[config.mk]
export PLATFORM = sky130hd
export DESIGN_NAME = ipf_top
export DESIGN_NICKNAME = d
export VERILOG_FILES = /design/src/ipf_word_reg.v /design/src/ipf_arbiter.v /design/src/ipf_top.v
export VERILOG_INCLUDE_DIRS = /design/src /design/src/src
export SDC_FILE = /design/constraint.sdc
export NUM_CORES = 1
export LEC_CHECK = 0
export BUFFER_PORTS_ARGS = -buffer_cell sky130_fd_sc_hd__buf_2
export CORE_AREA = 2 2 93 139
export CTS_CLUSTER_SIZE = 25
export DETAILED_ROUTE_END_ITERATION = 12
export DIE_AREA = 0 0 95 141
export PLACE_DENSITY = 0.85
export SLEW_MARGIN = 20
export SYNTH_ARGS = -nofsm -noshare
export SYNTH_HDL_FRONTEND = slang
export SYNTH_SLANG_ARGS = --single-unit
[constraint.sdc]
create_clock -name clk -period 36.6 [get_ports clk]
set_input_delay 1.83 -clock clk [delete_from_list [all_inputs] [get_ports clk]]
set_output_delay 1.83 -clock clk [all_outputs]
set_load 0.02 [all_outputs]
[src/ipf_consts.vh]
// constants for the interrupt priority field block
`ifndef IPF_CONSTS_VH
`define IPF_CONSTS_VH
////////////////////////////////////////////////////////////////////////
// register byte offsets
`define IPF_OFF_WORD1     8'h00
`define IPF_OFF_WORD2     8'h04
`define IPF_OFF_WORD3     8'h08
`define IPF_OFF_WORD4     8'h0c
`define IPF_OFF_WORD5     8'h10
`define IPF_OFF_WORD6     8'h14
`define IPF_OFF_STATUS    8'h18
////////////////////////////////////////////////////////////////////////
// implemented field bits of each priority word
`define IPF_MASK_WORD1    16'h7770
`define IPF_MASK_WORD2    16'h7777
`define IPF_MASK_WORD3    16'h0077
`define IPF_MASK_WORD4    16'h7777
`define IPF_MASK_WORD5    16'h7707
`define IPF_MASK_WORD6    16'h7770
// power-on values, every field at level 4
`define IPF_RST_WORD1     16'h4440
`define IPF_RST_WORD2     16'h4444
`define IPF_RST_WORD3     16'h0044
`define IPF_RST_WORD4     16'h4444
`define IPF_RST_WORD5     16'h4404
`define IPF_RST_WORD6     16'h4440
////////////////////////////////////////////////////////////////////////
// field positions inside a word
`define IPF_FLD_W         3
`define IPF_FLD_A         12
`define IPF_FLD_B         8
`define IPF_FLD_C         4
`define IPF_FLD_D         0
`define IPF_NUM_SRC       19
////////////////////////////////////////////////////////////////////////
// status word layout
`define IPF_STAT_VALID    15
`define IPF_STAT_LVL      8
`define IPF_STAT_SRC      0
////////////////////////////////////////////////////////////////////////
// bus answers and decode codes
`define IPF_RESP_OKAY     2'h0
`define IPF_RESP_SLVERR   2'h2
`define IPF_SEL_STATUS    3'h6
`define IPF_SEL_NONE      3'h7
`endif

[src/ipf_word_reg.v]
// one priority word with masked, byte-strobed write
`timescale 1ns/1ps
`default_nettype none
module ipf_word_reg #(
   parameter [15:0] RESET_VALUE = 16'h0000,
   parameter [15:0] WRITE_MASK  = 16'h0000
) (
   input  wire        clk,          // system clock
   input  wire        sys_rst,      // async reset, high
   input  wire        writeEnable,  // one-cycle write pulse
   input  wire [1:0]  byteStrobe,   // byte lanes of the write
   input  wire [15:0] writeData,    // new word value
   output reg  [15:0] word          // stored word
);
   wire [15:0] laneMask;

   // only implemented field bits in enabled lanes may change
   assign laneMask = WRITE_MASK & {{8{byteStrobe[1]}}, {8{byteStrobe[0]}}};

   // storage, empty bits stay zero forever
   always @(posedge clk or posedge sys_rst) begin
      if (sys_rst) begin
         word <= RESET_VALUE;
      end else if (writeEnable) begin
         word <= (word & ~laneMask) | (writeData & laneMask);
      end
   end
endmodule // ipf_word_reg
`default_nettype wire

[src/ipf_arbiter.v]
// picks the pending source with the greatest priority level
`timescale 1ns/1ps
`default_nettype none
module ipf_arbiter #(
   parameter NUM_SRC = 19,
   parameter FLD_W   = 3
) (
   input  wire [NUM_SRC*FLD_W-1:0] levels,     // packed levels, source 0 low
   input  wire [NUM_SRC-1:0]       requests,   // pending and enabled
   output reg                      winValid,   // a source wins
   output reg  [4:0]               winSource,  // index of the winner
   output reg  [FLD_W-1:0]         winLevel    // level of the winner
);
   integer i;

   // strict greater-than: ties go to the lowest index, level 0 never wins
   always @* begin
      winValid  = 1'b0;
      winSource = 5'h00;
      winLevel  = {FLD_W{1'b0}};
      for (i = 0; i < NUM_SRC; i = i + 1) begin
         if (requests[i] && (levels[i*FLD_W +: FLD_W] > winLevel)) begin
            winValid  = 1'b1;
            winSource = i[4:0];
            winLevel  = levels[i*FLD_W +: FLD_W];
         end
      end
   end
endmodule // ipf_arbiter
`default_nettype wire

[src/ipf_top.v]
// priority words one to six with axi4-lite access and arbitration
// How it works
// - a field code of 111 means level 7, the highest a source can have.
// - code 001 is level 1, the lowest active one, and codes between map to the levels between.
// - a field holding 000 disables its source, which then never wins whatever it requests.
// - bit positions without a field read as zero and writes to them are dropped.
// - every field starts at 100 (level 4) after reset, and all fields can be read and written.
// - word one holds timer 2 in bits 14-12, compare 2 in 10-8 and capture 2 in 6-4.
// - word two holds serial 1 receive, spi 1 event, spi 1 fault and timer 3 in 14-12, 10-8, 6-4, 2-0.
// - word three leaves bits 15-7 empty, converter done in 6-4 and serial 1 transmit in 2-0.
// - word four holds pin change, comparator, i2c 1 master and i2c 1 slave in 14-12, 10-8, 6-4, 2-0.
// - word five holds capture 8 in 14-12, capture 7 in 10-8, empty 7-3, external 1 in 2-0.
// - word six holds timer 4 in 14-12, compare 4 in 10-8 and compare 3 in 6-4.
//
// The AXI4-Lite register port and the register addresses were decided locally.

`timescale 1ns/1ps
`default_nettype none
`include "ipf_consts.vh"
module ipf_top #(
   parameter ADDR_W = 8
) (
   input  wire              clk,            // system clock, 10 mhz
   input  wire              sys_rst,        // async reset, high
   // axi4-lite write address
   input  wire [ADDR_W-1:0] s_axi_awaddr,   // write byte address
   input  wire              s_axi_awvalid,  // write address valid
   output reg               s_axi_awready,  // write address taken
   // axi4-lite write data
   input  wire [31:0]       s_axi_wdata,    // write data
   input  wire [3:0]        s_axi_wstrb,    // write byte strobes
   input  wire              s_axi_wvalid,   // write data valid
   output reg               s_axi_wready,   // write data taken
   // axi4-lite write response
   output reg  [1:0]        s_axi_bresp,    // write answer code
   output reg               s_axi_bvalid,   // write answer valid
   input  wire              s_axi_bready,   // master takes answer
   // axi4-lite read address
   input  wire [ADDR_W-1:0] s_axi_araddr,   // read byte address
   input  wire              s_axi_arvalid,  // read address valid
   output reg               s_axi_arready,  // read address taken
   // axi4-lite read data
   output reg  [31:0]       s_axi_rdata,    // read data
   output reg  [1:0]        s_axi_rresp,    // read answer code
   output reg               s_axi_rvalid,   // read data valid
   input  wire              s_axi_rready,   // master takes data
   // interrupt sources and core side
   input  wire [18:0]       srcPending,     // request flags per source
   input  wire [18:0]       srcEnable,      // enable bits per source
   output reg               irqValid,       // a request is offered
   output reg  [4:0]        irqSource,      // index of offered source
   output reg  [2:0]        irqLevel        // level of offered source
);

   ////////////////////////////////////////////////////////////////////
   // register map, byte addresses, address bits 1:0 ignored
   //    00 word one    04 word two    08 word three
   //    0c word four   10 word five   14 word six
   //    18 status, read only, a write is answered okay and dropped
   //    any other address answers slverr, a read returns zero
   // status word
   //    bit 15     a request is offered to the core
   //    bits 10:8  level of the offered request
   //    bits 4:0   index of the offered source
   //    other bits read as zero

   // address decode shared by read and write paths
   function [2:0] wordSelect;
      input [ADDR_W-1:0] addr;
      begin
         case ({addr[ADDR_W-1:2], 2'h0})
            `IPF_OFF_WORD1:  wordSelect = 3'h0;
            `IPF_OFF_WORD2:  wordSelect = 3'h1;
            `IPF_OFF_WORD3:  wordSelect = 3'h2;
            `IPF_OFF_WORD4:  wordSelect = 3'h3;
            `IPF_OFF_WORD5:  wordSelect = 3'h4;
            `IPF_OFF_WORD6:  wordSelect = 3'h5;
            `IPF_OFF_STATUS: wordSelect = `IPF_SEL_STATUS;
            default:         wordSelect = `IPF_SEL_NONE;
         endcase
      end
   endfunction

   ////////////////////////////////////////////////////////////////////
   // per-word reset values and write masks, word one lowest
   localparam [95:0] WORD_RESETS = {`IPF_RST_WORD6, `IPF_RST_WORD5,
                                    `IPF_RST_WORD4, `IPF_RST_WORD3,
                                    `IPF_RST_WORD2, `IPF_RST_WORD1};
   localparam [95:0] WORD_MASKS  = {`IPF_MASK_WORD6, `IPF_MASK_WORD5,
                                    `IPF_MASK_WORD4, `IPF_MASK_WORD3,
                                    `IPF_MASK_WORD2, `IPF_MASK_WORD1};

   ////////////////////////////////////////////////////////////////////
   // declarations
   reg  [ADDR_W-1:0] awAddrHeld;   // captured write address
   reg               awHeld;       // write address waiting
   reg  [15:0]       wDataHeld;    // captured low data half
   reg  [1:0]        wStrbHeld;    // captured low strobes
   reg               wHeld;        // write data waiting
   wire              wrFire;       // both halves present, do write
   wire [2:0]        wrSel;        // decoded write target
   wire [2:0]        rdSel;        // decoded read target
   wire [95:0]       wordBus;      // all six words, word one lowest
   wire [56:0]       levels;       // packed source levels
   wire [18:0]       requests;     // pending and enabled
   wire              winValid;     // arbiter result valid
   wire [4:0]        winSource;    // arbiter winner
   wire [2:0]        winLevel;     // arbiter level
   reg  [15:0]       readWord;     // selected read value

   ////////////////////////////////////////////////////////////////////
   // six priority words
   genvar g;
   generate
      for (g = 0; g < 6; g = g + 1) begin : gWord
         ipf_word_reg #(
            .RESET_VALUE (WORD_RESETS[16*g +: 16]),
            .WRITE_MASK  (WORD_MASKS[16*g +: 16])
         ) uWord (
            .clk         (clk),
            .sys_rst     (sys_rst),
            .writeEnable (wrFire && (wrSel == g)),
            .byteStrobe  (wStrbHeld),
            .writeData   (wDataHeld),
            .word        (wordBus[16*g +: 16])
         );
      end
   endgenerate
   // reset loads 100 into every field, masks keep empty bits at zero

   ////////////////////////////////////////////////////////////////////
   // write timing: address and data wait once taken; one edge after the
   // later handshake the word is written and bvalid raised; both readies
   // return one edge after the answer is taken, one write at a time

   // write channel capture, address and data in either order
   assign wrFire = awHeld && wHeld && !s_axi_bvalid;
   assign wrSel  = wordSelect(awAddrHeld);

   always @(posedge clk or posedge sys_rst) begin
      if (sys_rst) begin
         awAddrHeld    <= {ADDR_W{1'b0}};
         awHeld        <= 1'b0;
         s_axi_awready <= 1'b0;
      end else begin
         s_axi_awready <= !awHeld && !s_axi_bvalid && !(s_axi_awvalid && s_axi_awready);
         if (s_axi_awvalid && s_axi_awready) begin
            awAddrHeld <= s_axi_awaddr;
            awHeld     <= 1'b1;
         end else if (wrFire) begin
            awHeld     <= 1'b0;
         end
      end
   end

   // data half; only the low two lanes carry field bits
   always @(posedge clk or posedge sys_rst) begin
      if (sys_rst) begin
         wDataHeld    <= 16'h0000;
         wStrbHeld    <= 2'h0;
         wHeld        <= 1'b0;
         s_axi_wready <= 1'b0;
      end else begin
         s_axi_wready <= !wHeld && !s_axi_bvalid && !(s_axi_wvalid && s_axi_wready);
         if (s_axi_wvalid && s_axi_wready) begin
            wDataHeld <= s_axi_wdata[15:0];
            wStrbHeld <= s_axi_wstrb[1:0];
            wHeld     <= 1'b1;
         end else if (wrFire) begin
            wHeld     <= 1'b0;
         end
      end
   end

   // write answer, error for an address outside the map
   always @(posedge clk or posedge sys_rst) begin
      if (sys_rst) begin
         s_axi_bvalid <= 1'b0;
         s_axi_bresp  <= `IPF_RESP_OKAY;
      end else if (wrFire) begin
         s_axi_bvalid <= 1'b1;
         s_axi_bresp  <= (wrSel == `IPF_SEL_NONE) ? `IPF_RESP_SLVERR : `IPF_RESP_OKAY;
      end else if (s_axi_bvalid && s_axi_bready) begin
         s_axi_bvalid <= 1'b0;
      end
   end

   ////////////////////////////////////////////////////////////////////
   // read path
   assign rdSel = wordSelect(s_axi_araddr);

   // read mux, empty bits come back as zero from the word storage
   always @* begin
      case (rdSel)
         3'h0:            readWord = wordBus[15:0];
         3'h1:            readWord = wordBus[31:16];
         3'h2:            readWord = wordBus[47:32];
         3'h3:            readWord = wordBus[63:48];
         3'h4:            readWord = wordBus[79:64];
         3'h5:            readWord = wordBus[95:80];
         `IPF_SEL_STATUS: begin
            readWord = 16'h0000;
            readWord[`IPF_STAT_VALID] = irqValid;
            readWord[`IPF_STAT_LVL +: 3] = irqLevel;
            readWord[`IPF_STAT_SRC +: 5] = irqSource;
         end
         default:         readWord = 16'h0000;
      endcase
   end

   // read data are latched at the address handshake and stand with
   // rvalid until rready; arready returns one edge after rvalid drops

   // one read at a time, data registered at the address handshake
   always @(posedge clk or posedge sys_rst) begin
      if (sys_rst) begin
         s_axi_arready <= 1'b0;
         s_axi_rvalid  <= 1'b0;
         s_axi_rdata   <= 32'h00000000;
         s_axi_rresp   <= `IPF_RESP_OKAY;
      end else begin
         s_axi_arready <= !s_axi_rvalid && !(s_axi_arvalid && s_axi_arready);
         if (s_axi_arvalid && s_axi_arready) begin
            s_axi_rvalid <= 1'b1;
            s_axi_rdata  <= {16'h0000, readWord};
            s_axi_rresp  <= (rdSel == `IPF_SEL_NONE) ? `IPF_RESP_SLVERR : `IPF_RESP_OKAY;
         end else if (s_axi_rvalid && s_axi_rready) begin
            s_axi_rvalid <= 1'b0;
         end
      end
   end

   ////////////////////////////////////////////////////////////////////
   // source index: 0 timer 2, 1 compare 2, 2 capture 2, 3 serial 1 receive,
   // 4 spi 1 event, 5 spi 1 fault, 6 timer 3, 7 converter done,
   // 8 serial 1 transmit, 9 pin change, 10 comparator, 11 i2c 1 master,
   // 12 i2c 1 slave, 13 capture 8, 14 capture 7, 15 external 1,
   // 16 timer 4, 17 compare 4, 18 compare 3

   // field extraction, source i sits at levels[3*i +: 3]
   // word one
   assign levels[2:0]   = wordBus[`IPF_FLD_A +: 3];
   assign levels[5:3]   = wordBus[`IPF_FLD_B +: 3];
   assign levels[8:6]   = wordBus[`IPF_FLD_C +: 3];

   // word two
   assign levels[11:9]  = wordBus[16 + `IPF_FLD_A +: 3];
   assign levels[14:12] = wordBus[16 + `IPF_FLD_B +: 3];
   assign levels[17:15] = wordBus[16 + `IPF_FLD_C +: 3];
   assign levels[20:18] = wordBus[16 + `IPF_FLD_D +: 3];

   // word three, upper bits stay empty through its mask
   assign levels[23:21] = wordBus[32 + `IPF_FLD_C +: 3];
   assign levels[26:24] = wordBus[32 + `IPF_FLD_D +: 3];

   // word four
   assign levels[29:27] = wordBus[48 + `IPF_FLD_A +: 3];
   assign levels[32:30] = wordBus[48 + `IPF_FLD_B +: 3];
   assign levels[35:33] = wordBus[48 + `IPF_FLD_C +: 3];
   assign levels[38:36] = wordBus[48 + `IPF_FLD_D +: 3];

   // word five, bits 7-3 empty
   assign levels[41:39] = wordBus[64 + `IPF_FLD_A +: 3];
   assign levels[44:42] = wordBus[64 + `IPF_FLD_B +: 3];
   assign levels[47:45] = wordBus[64 + `IPF_FLD_D +: 3];

   // word six
   assign levels[50:48] = wordBus[80 + `IPF_FLD_A +: 3];
   assign levels[53:51] = wordBus[80 + `IPF_FLD_B +: 3];
   assign levels[56:54] = wordBus[80 + `IPF_FLD_C +: 3];

   ////////////////////////////////////////////////////////////////////
   // arbitration: the code is the level itself, 7 highest, 1 lowest
   assign requests = srcPending & srcEnable;

   ipf_arbiter #(
      .NUM_SRC   (`IPF_NUM_SRC),
      .FLD_W     (`IPF_FLD_W)
   ) uArbiter (
      .levels    (levels),
      .requests  (requests),
      .winValid  (winValid),
      .winSource (winSource),
      .winLevel  (winLevel)
   );

   // the arbiter is combinational and its answer is registered once, so
   // the core sees a new request or level one edge after it appears

   // offered request, registered toward the core
   always @(posedge clk or posedge sys_rst) begin
      if (sys_rst) begin
         irqValid  <= 1'b0;
         irqSource <= 5'h00;
         irqLevel  <= 3'h0;
      end else begin
         irqValid  <= winValid;
         irqSource <= winSource;
         irqLevel  <= winLevel;
      end
   end
endmodule // ipf_top
`default_nettype wire

# [Word-level counts from Yosys, hierarchy flattened]
# Index checks and enable logic that the tools add are counted.
[totals] register_bits=158 inputBits=97 out_inout_bits=50 wordCells=207
[classes] magnitude_cmp=19 eq_ne=25 mux=68 bitwise=21 reduce_logical=52
[ops] op="16-bit case mux with 7 select lines" count=1
[ops] op="16-bit bitwise AND" count=6
[ops] op="16-bit bitwise OR" count=6
[ops] op="3-bit two-way mux" count=23
[ops] op="3-bit greater-than comparator" count=18
[ops] op="16-bit by 15-bit bitwise AND with 16-bit output" count=3
[ops] op="15-bit inverter with 16-bit output" count=3
[ops] op="3-bit case mux with 7 select lines" count=2
[ops] op="1-bit logical AND" count=37
[ops] op="6-bit by 3-bit equality test with 1-bit output, second input constant" count=6
[ops] op="4-bit two-way mux" count=8
[ops] op="1-bit two-way mux" count=27
[ops] op="6-bit by 2-bit equality test with 1-bit output, second input constant" count=4
[ops] op="3-bit equality test, second input constant" count=7
[ops] op="19-bit bitwise AND" count=1
[ops] op="16-bit by 7-bit bitwise AND with 16-bit output" count=1
[ops] op="7-bit inverter with 16-bit output" count=1
[ops] op="5-bit two-way mux" count=3
[ops] op="3-bit by 2-bit equality test with 1-bit output, second input constant" count=4
[ops] op="6-bit by 1-bit equality test with 1-bit output, second input constant" count=2
[ops] op="6-bit zero test" count=2
[ops] op="2-bit two-way mux" count=4
[ops] op="2-bit nonzero test" count=4
[ops] op="1-bit zero test" count=7
[ops] op="3 further kinds" count=5

# [Depth between registers and ports, before layout]
[depth] word_depth=57 ltp_mapped=119 mapped_depth_nobuf=119

# [Modules after synthesis]
# Synthesis repeated with hierarchy kept, for this count alone.
[hier_totals] cells_unflattened=886 hier_area_um2=8622.0
[modules_own_cells] module="ipf_top" n_inst=1 cells_each=300 area_each_um2=3228.1
[modules_own_cells] module="ipf_arbiter" n_inst=1 cells_each=410 area_each_um2=2795.2
[modules_own_cells] module="ipf_word_reg (gWord[0].uWord ...)" n_inst=3 cells_each=29 area_each_um2=430.4
[modules_own_cells] module="ipf_word_reg (gWord[1].uWord ...)" n_inst=2 cells_each=32 area_each_um2=485.5
[modules_own_cells] module="ipf_word_reg (gWord[2].uWord)" n_inst=1 cells_each=25 area_each_um2=336.6

# [Worst setup path before layout]
# Ideal clock, no wire load.
[synth_path] path_kind="input port to flip-flop" from="input port srcPending[0]" to="register irqLevel[0]" arrival_time_ns=22.088 setup_slack_ns=14.439 path_stages=116 path_buffers=0 cell_sequence="and3_1 -> inv_1 -> ha_1 -> and3b_1 -> o211ai_1 -> mux2_2 -> ha_1 -> nor2_1 -> maj3_1 -> o21ai_0 -> mux2_2 -> ha_1 -> nor2_1 -> o211ai_1 -> nor4_1 -> a211oi_1 -> mux2_2 -> ha_1 -> [80 not listed] -> o21ai_0 -> or2_2 -> a211oi_1 -> a21oi_1 -> ha_1 -> nor2b_1 -> o21ai_0 -> nand2b_1 -> and4_1 -> nand2_1 -> o21a_1 -> ha_1 -> a21o_1 -> a21oi_1 -> a311oi_1 -> nor2_1 -> nand2_1 -> a2bb2oi_2"
[synth_via] elab_chain_cells=57
[synth_lines] item="from (decl)" line="ipf_top.v:48" rtl="input wire [18:0] srcPending,"
[synth_lines] item="19-bit bitwise AND *" line="ipf_top.v:274" rtl="assign requests = srcPending & srcEnable;"
[synth_lines] item="1-bit logical AND *" line="ipf_arbiter.v:22" rtl="if (requests[i] && (levels[i*FLD_W +: FLD_W] > winLevel)) begin"
[synth_lines] item="3-bit two-way mux *" line="ipf_arbiter.v:22"
[synth_lines] item="3-bit greater-than comparator" line="ipf_arbiter.v:22"
[synth_lines] item="1-bit logical AND" line="ipf_arbiter.v:22"
[synth_lines] item="3-bit two-way mux *" line="ipf_arbiter.v:22"
[synth_lines] item="3-bit greater-than comparator" line="ipf_arbiter.v:22"
[synth_lines] item="1-bit logical AND" line="ipf_arbiter.v:22"
[synth_lines] item="[42 not listed]"
[synth_lines] item="3-bit two-way mux *" line="ipf_arbiter.v:22"
[synth_lines] item="3-bit greater-than comparator" line="ipf_arbiter.v:22"
[synth_lines] item="1-bit logical AND" line="ipf_arbiter.v:22"
[synth_lines] item="3-bit two-way mux *" line="ipf_arbiter.v:22"
[synth_lines] item="3-bit greater-than comparator" line="ipf_arbiter.v:22"
[synth_lines] item="1-bit logical AND" line="ipf_arbiter.v:22"
[synth_lines] item="3-bit two-way mux *" line="ipf_arbiter.v:22"
[synth_lines] item="named net uArbiter.winLevel[0]" line="ipf_arbiter.v:12" rtl="output reg [FLD_W-1:0] winLevel"
[synth_lines] item="to (signal assigned)" line="ipf_top.v:299" rtl="irqLevel <= winLevel;"
[synth_lines] item="to (decl)" line="ipf_top.v:52" rtl="output reg [2:0] irqLevel"
# Mark *: on every way through the listed nets, which the timed path passes. The rest lies on a longest branch.
# A chain may end at the register's enable or synchronous reset.

# [Final worst setup path]
[layout_path] from="input port srcEnable[0]" to="register irqSource[2]"
[layout_via] elab_chain_cells=57 elab_cells_between_ends=71
[layout_lines] item="from (decl)" line="ipf_top.v:49" rtl="input wire [18:0] srcEnable,"
[layout_lines] item="19-bit bitwise AND *" line="ipf_top.v:274"
[layout_lines] item="1-bit logical AND *" line="ipf_arbiter.v:22"
[layout_lines] item="3-bit two-way mux *" line="ipf_arbiter.v:22"
[layout_lines] item="3-bit greater-than comparator" line="ipf_arbiter.v:22"
[layout_lines] item="1-bit logical AND" line="ipf_arbiter.v:22"
[layout_lines] item="3-bit two-way mux *" line="ipf_arbiter.v:22"
[layout_lines] item="3-bit greater-than comparator" line="ipf_arbiter.v:22"
[layout_lines] item="1-bit logical AND" line="ipf_arbiter.v:22"
[layout_lines] item="[42 not listed]"
[layout_lines] item="3-bit two-way mux" line="ipf_arbiter.v:22"
[layout_lines] item="3-bit greater-than comparator" line="ipf_arbiter.v:22"
[layout_lines] item="1-bit logical AND" line="ipf_arbiter.v:22"
[layout_lines] item="3-bit two-way mux" line="ipf_arbiter.v:22"
[layout_lines] item="3-bit greater-than comparator" line="ipf_arbiter.v:22"
[layout_lines] item="1-bit logical AND" line="ipf_arbiter.v:22"
[layout_lines] item="5-bit two-way mux *" line="ipf_arbiter.v:22"
[layout_lines] item="named net uArbiter.winSource[2]" line="ipf_arbiter.v:11" rtl="output reg [4:0] winSource,"
[layout_lines] item="to (signal assigned)" line="ipf_top.v:298" rtl="irqSource <= winSource;"
[layout_lines] item="to (decl)" line="ipf_top.v:51" rtl="output reg [4:0] irqSource,"
# Marked as above.

==> impl_metrics.toml <==
[final_layout]
layout_commonest_cell = "buf_2"
diodes = 0
final_util_pct = 65.5
nets = 999
final_cell_mix = "100 x buf_2, 92 x nand2_1, 90 x dfrtp_1"
num-fill-cells = 1008
drive_gt1_share_pct = 26.8
areaGrowthSynthToFinish_pct = 12.6

[synthesis]
async_flop_share_pct = 100
syn-instance-count = 775
ys_ff_latch = 109
synth_top_flop_cell = "dfrtp_1"
postSynthAreaPerCell_um2 = 9.26
synth-edff-count = 0
synth_warnings = 0
syn-cell-area_mm2 = 0.00717
yosys.cell_types.count = 82
synth_seq_area_share_pct = 38.4

[worst_setup_path]
path_class = "input pin to flop"
cp-start-kind = "input pin"
crit_start = "srcEnable[0]"
max_stage_delay_ns = 0.56
critical_path.slowest_cell = "a311oi_2"
crit_required_ns = 36.83
critPathMaxFanout = 8
end_kind = "flop"
cp.arrival_ns = 24.96

[global_route]
grt_pass1_wl_mm = 32.0
antenna_found_initial = 0
grt_usage_pct = 31.0
overflow = 0
grt_pass1_vias = 6650
grt_max_degree = 67

[cts]
root_buffer = "clkbuf_16"
cts_setup_buffers = 0
clk_pin_slew_ns = 0.08
cts.htree.levels = 3
clockBufferDepth = 2
holdBufCountCts = 0
cts-resized-gates = 0
clk_latency_ns = 0.36
tritoncts = "built"
clock_sink_count = 109
numCtsBuffers = 9

[route]
drt-pass1-iter-count = 6
drt_iter0_markers = 647
vias_per_cell = 6.40
drc_errors = 0
drt-total-wl_mm = 20.0
vias = 6647
post_drt_wl_per_cell_um = 19.2
antenna_left = 0

[floorplan]
row_count = 50
io_pins = 147
initial_core_util_pct = 58.2
coreArea_mm2 = 0.0123
die_y_um = 141
fp.dieW_um = 95
die-area_mm2 = 0.0134

[timing]
tightest_slew_ns = 0.906
rsz0062_at_grt = "no"
clock_skew_ns = 0.0123
min_period_ns = 24.73
period_share_pct = 67.6
hold_violations = 0
finalMaxSlewViolations = 0
max_clock_freq_mhz = 40.4
setup_viol = 0
relSlewSlack_pct = 39.1
tns_ns = 0

[hold_path]
hp-start = "s_axi_rvalid"
hp-class = "flop to flop"

[placed_design]
hpwl_mm = 15.5
routabilityCongestion = 0.909
io_buffers = 100

[power]
irDropWorstVdd_v = 0.0000574
p_leak_nw = 3.84
power-per-cell-area_mw_per_mm2 = 76.6

[job]
drv_cap = 0

[status]
status = "completed"
routing by layer:
layer  global-route usage, %  wire length, um  vias up
met3                    4.01             1350       92
li1                        -                -     3065
met2                    53.4            10100      349
met4                    19.5             1310        0
met1                    35.8             7200     3141
met5                       0                0        -
through the flow:
step	cells	instance area [um^2]	power (mW)	worst slack, ns	hold slack [ns]
2_1_floorplan	794	7250	0.424	14.44	0.427
3_3_place_gp	1023	7770	0.498	12.33	0.443
3_5_place_dp	1023	7780	0.511	11.67	0.433
4_1_cts	1039	8070	0.609	11.83	0.443
5_1_grt	1039	8080	0.659	9.89	0.466
6_report	1039	8080	0.618	11.87	0.443
power by group:
part	switching [mW]	internal, mW	leakage [nW]
Sequential	0.0509	0.161	1.38
Clock	0.0471	0.0493	0.146
Combinational	0.179	0.132	2.32
synth_stat cells, drive strengths merged (6+ instances only):
cell type,instances,area (um^2)
nand2,92,345
dfrtp,90,2250
nor2,68,258
mux2,64,721
o21ai,62,318
a21oi,38,198
inv,34,128
nand3,27,135
ha,24,300
buf,21,161
and3,20,125
dfstp,19,499
a21o,16,120
a22oi,15,113
and2,13,83.8
a211oi,12,100
a31oi,10,75.1
clkbuf,10,37.5
nor3,10,50.1
a222oi,9,90.1
nand2b,9,56.3
or2,8,50.1
nor4,7,43.8
o211ai,7,57.6
a221oi,6,65.1
o211a,6,60.1
or3,6,37.5
final timing paths:
check                      cells after the start  slack, ns       endpoint
setup / recovery                             114      11.87   irqSource[2]
hold / removal                                 1       0.44  s_axi_arready
setup reg to reg                             113      12.87   irqSource[2]
hold reg to reg                                1       0.44  s_axi_arready
max in group asynchronous                      3      33.86      async pin
min in group asynchronous                      2       1.51  awAddrHeld[6]
layout make-up:
type	count	area [um^2]	share of cell area, %
clock inverter	6	51.3	0.635
timing repair buffer	104	531	6.57
inverter	34	130	1.61
clock buffer	10	239	2.96
tap	156	195	2.42
sequential	109	2750	34.1
multi-input combinational	620	4180	51.7
worst max-delay path, delay by kind of cell:
kind                       cells  cell delay, ns
muxes                          7            2.64
AOI/OAI and AO/OA             43            8.40
and+or+nand+nor               40            5.89
adders and majority gates     20            5.82
buffers and inverters          4            0.36
logic make-up after synthesis:
kind of cell             share of synthesized area, %
AO/OA/AOI/OAI                                    23.8
adder cells (fa/ha/maj)                          4.60
buffers and inverters                            4.55
flip-flops                                       38.4
multiplexers                                     10.7
other                                          0.0523
AND/OR/NAND/NOR                                  17.9
No activity file was read; power rests on OpenSTA's default activity.
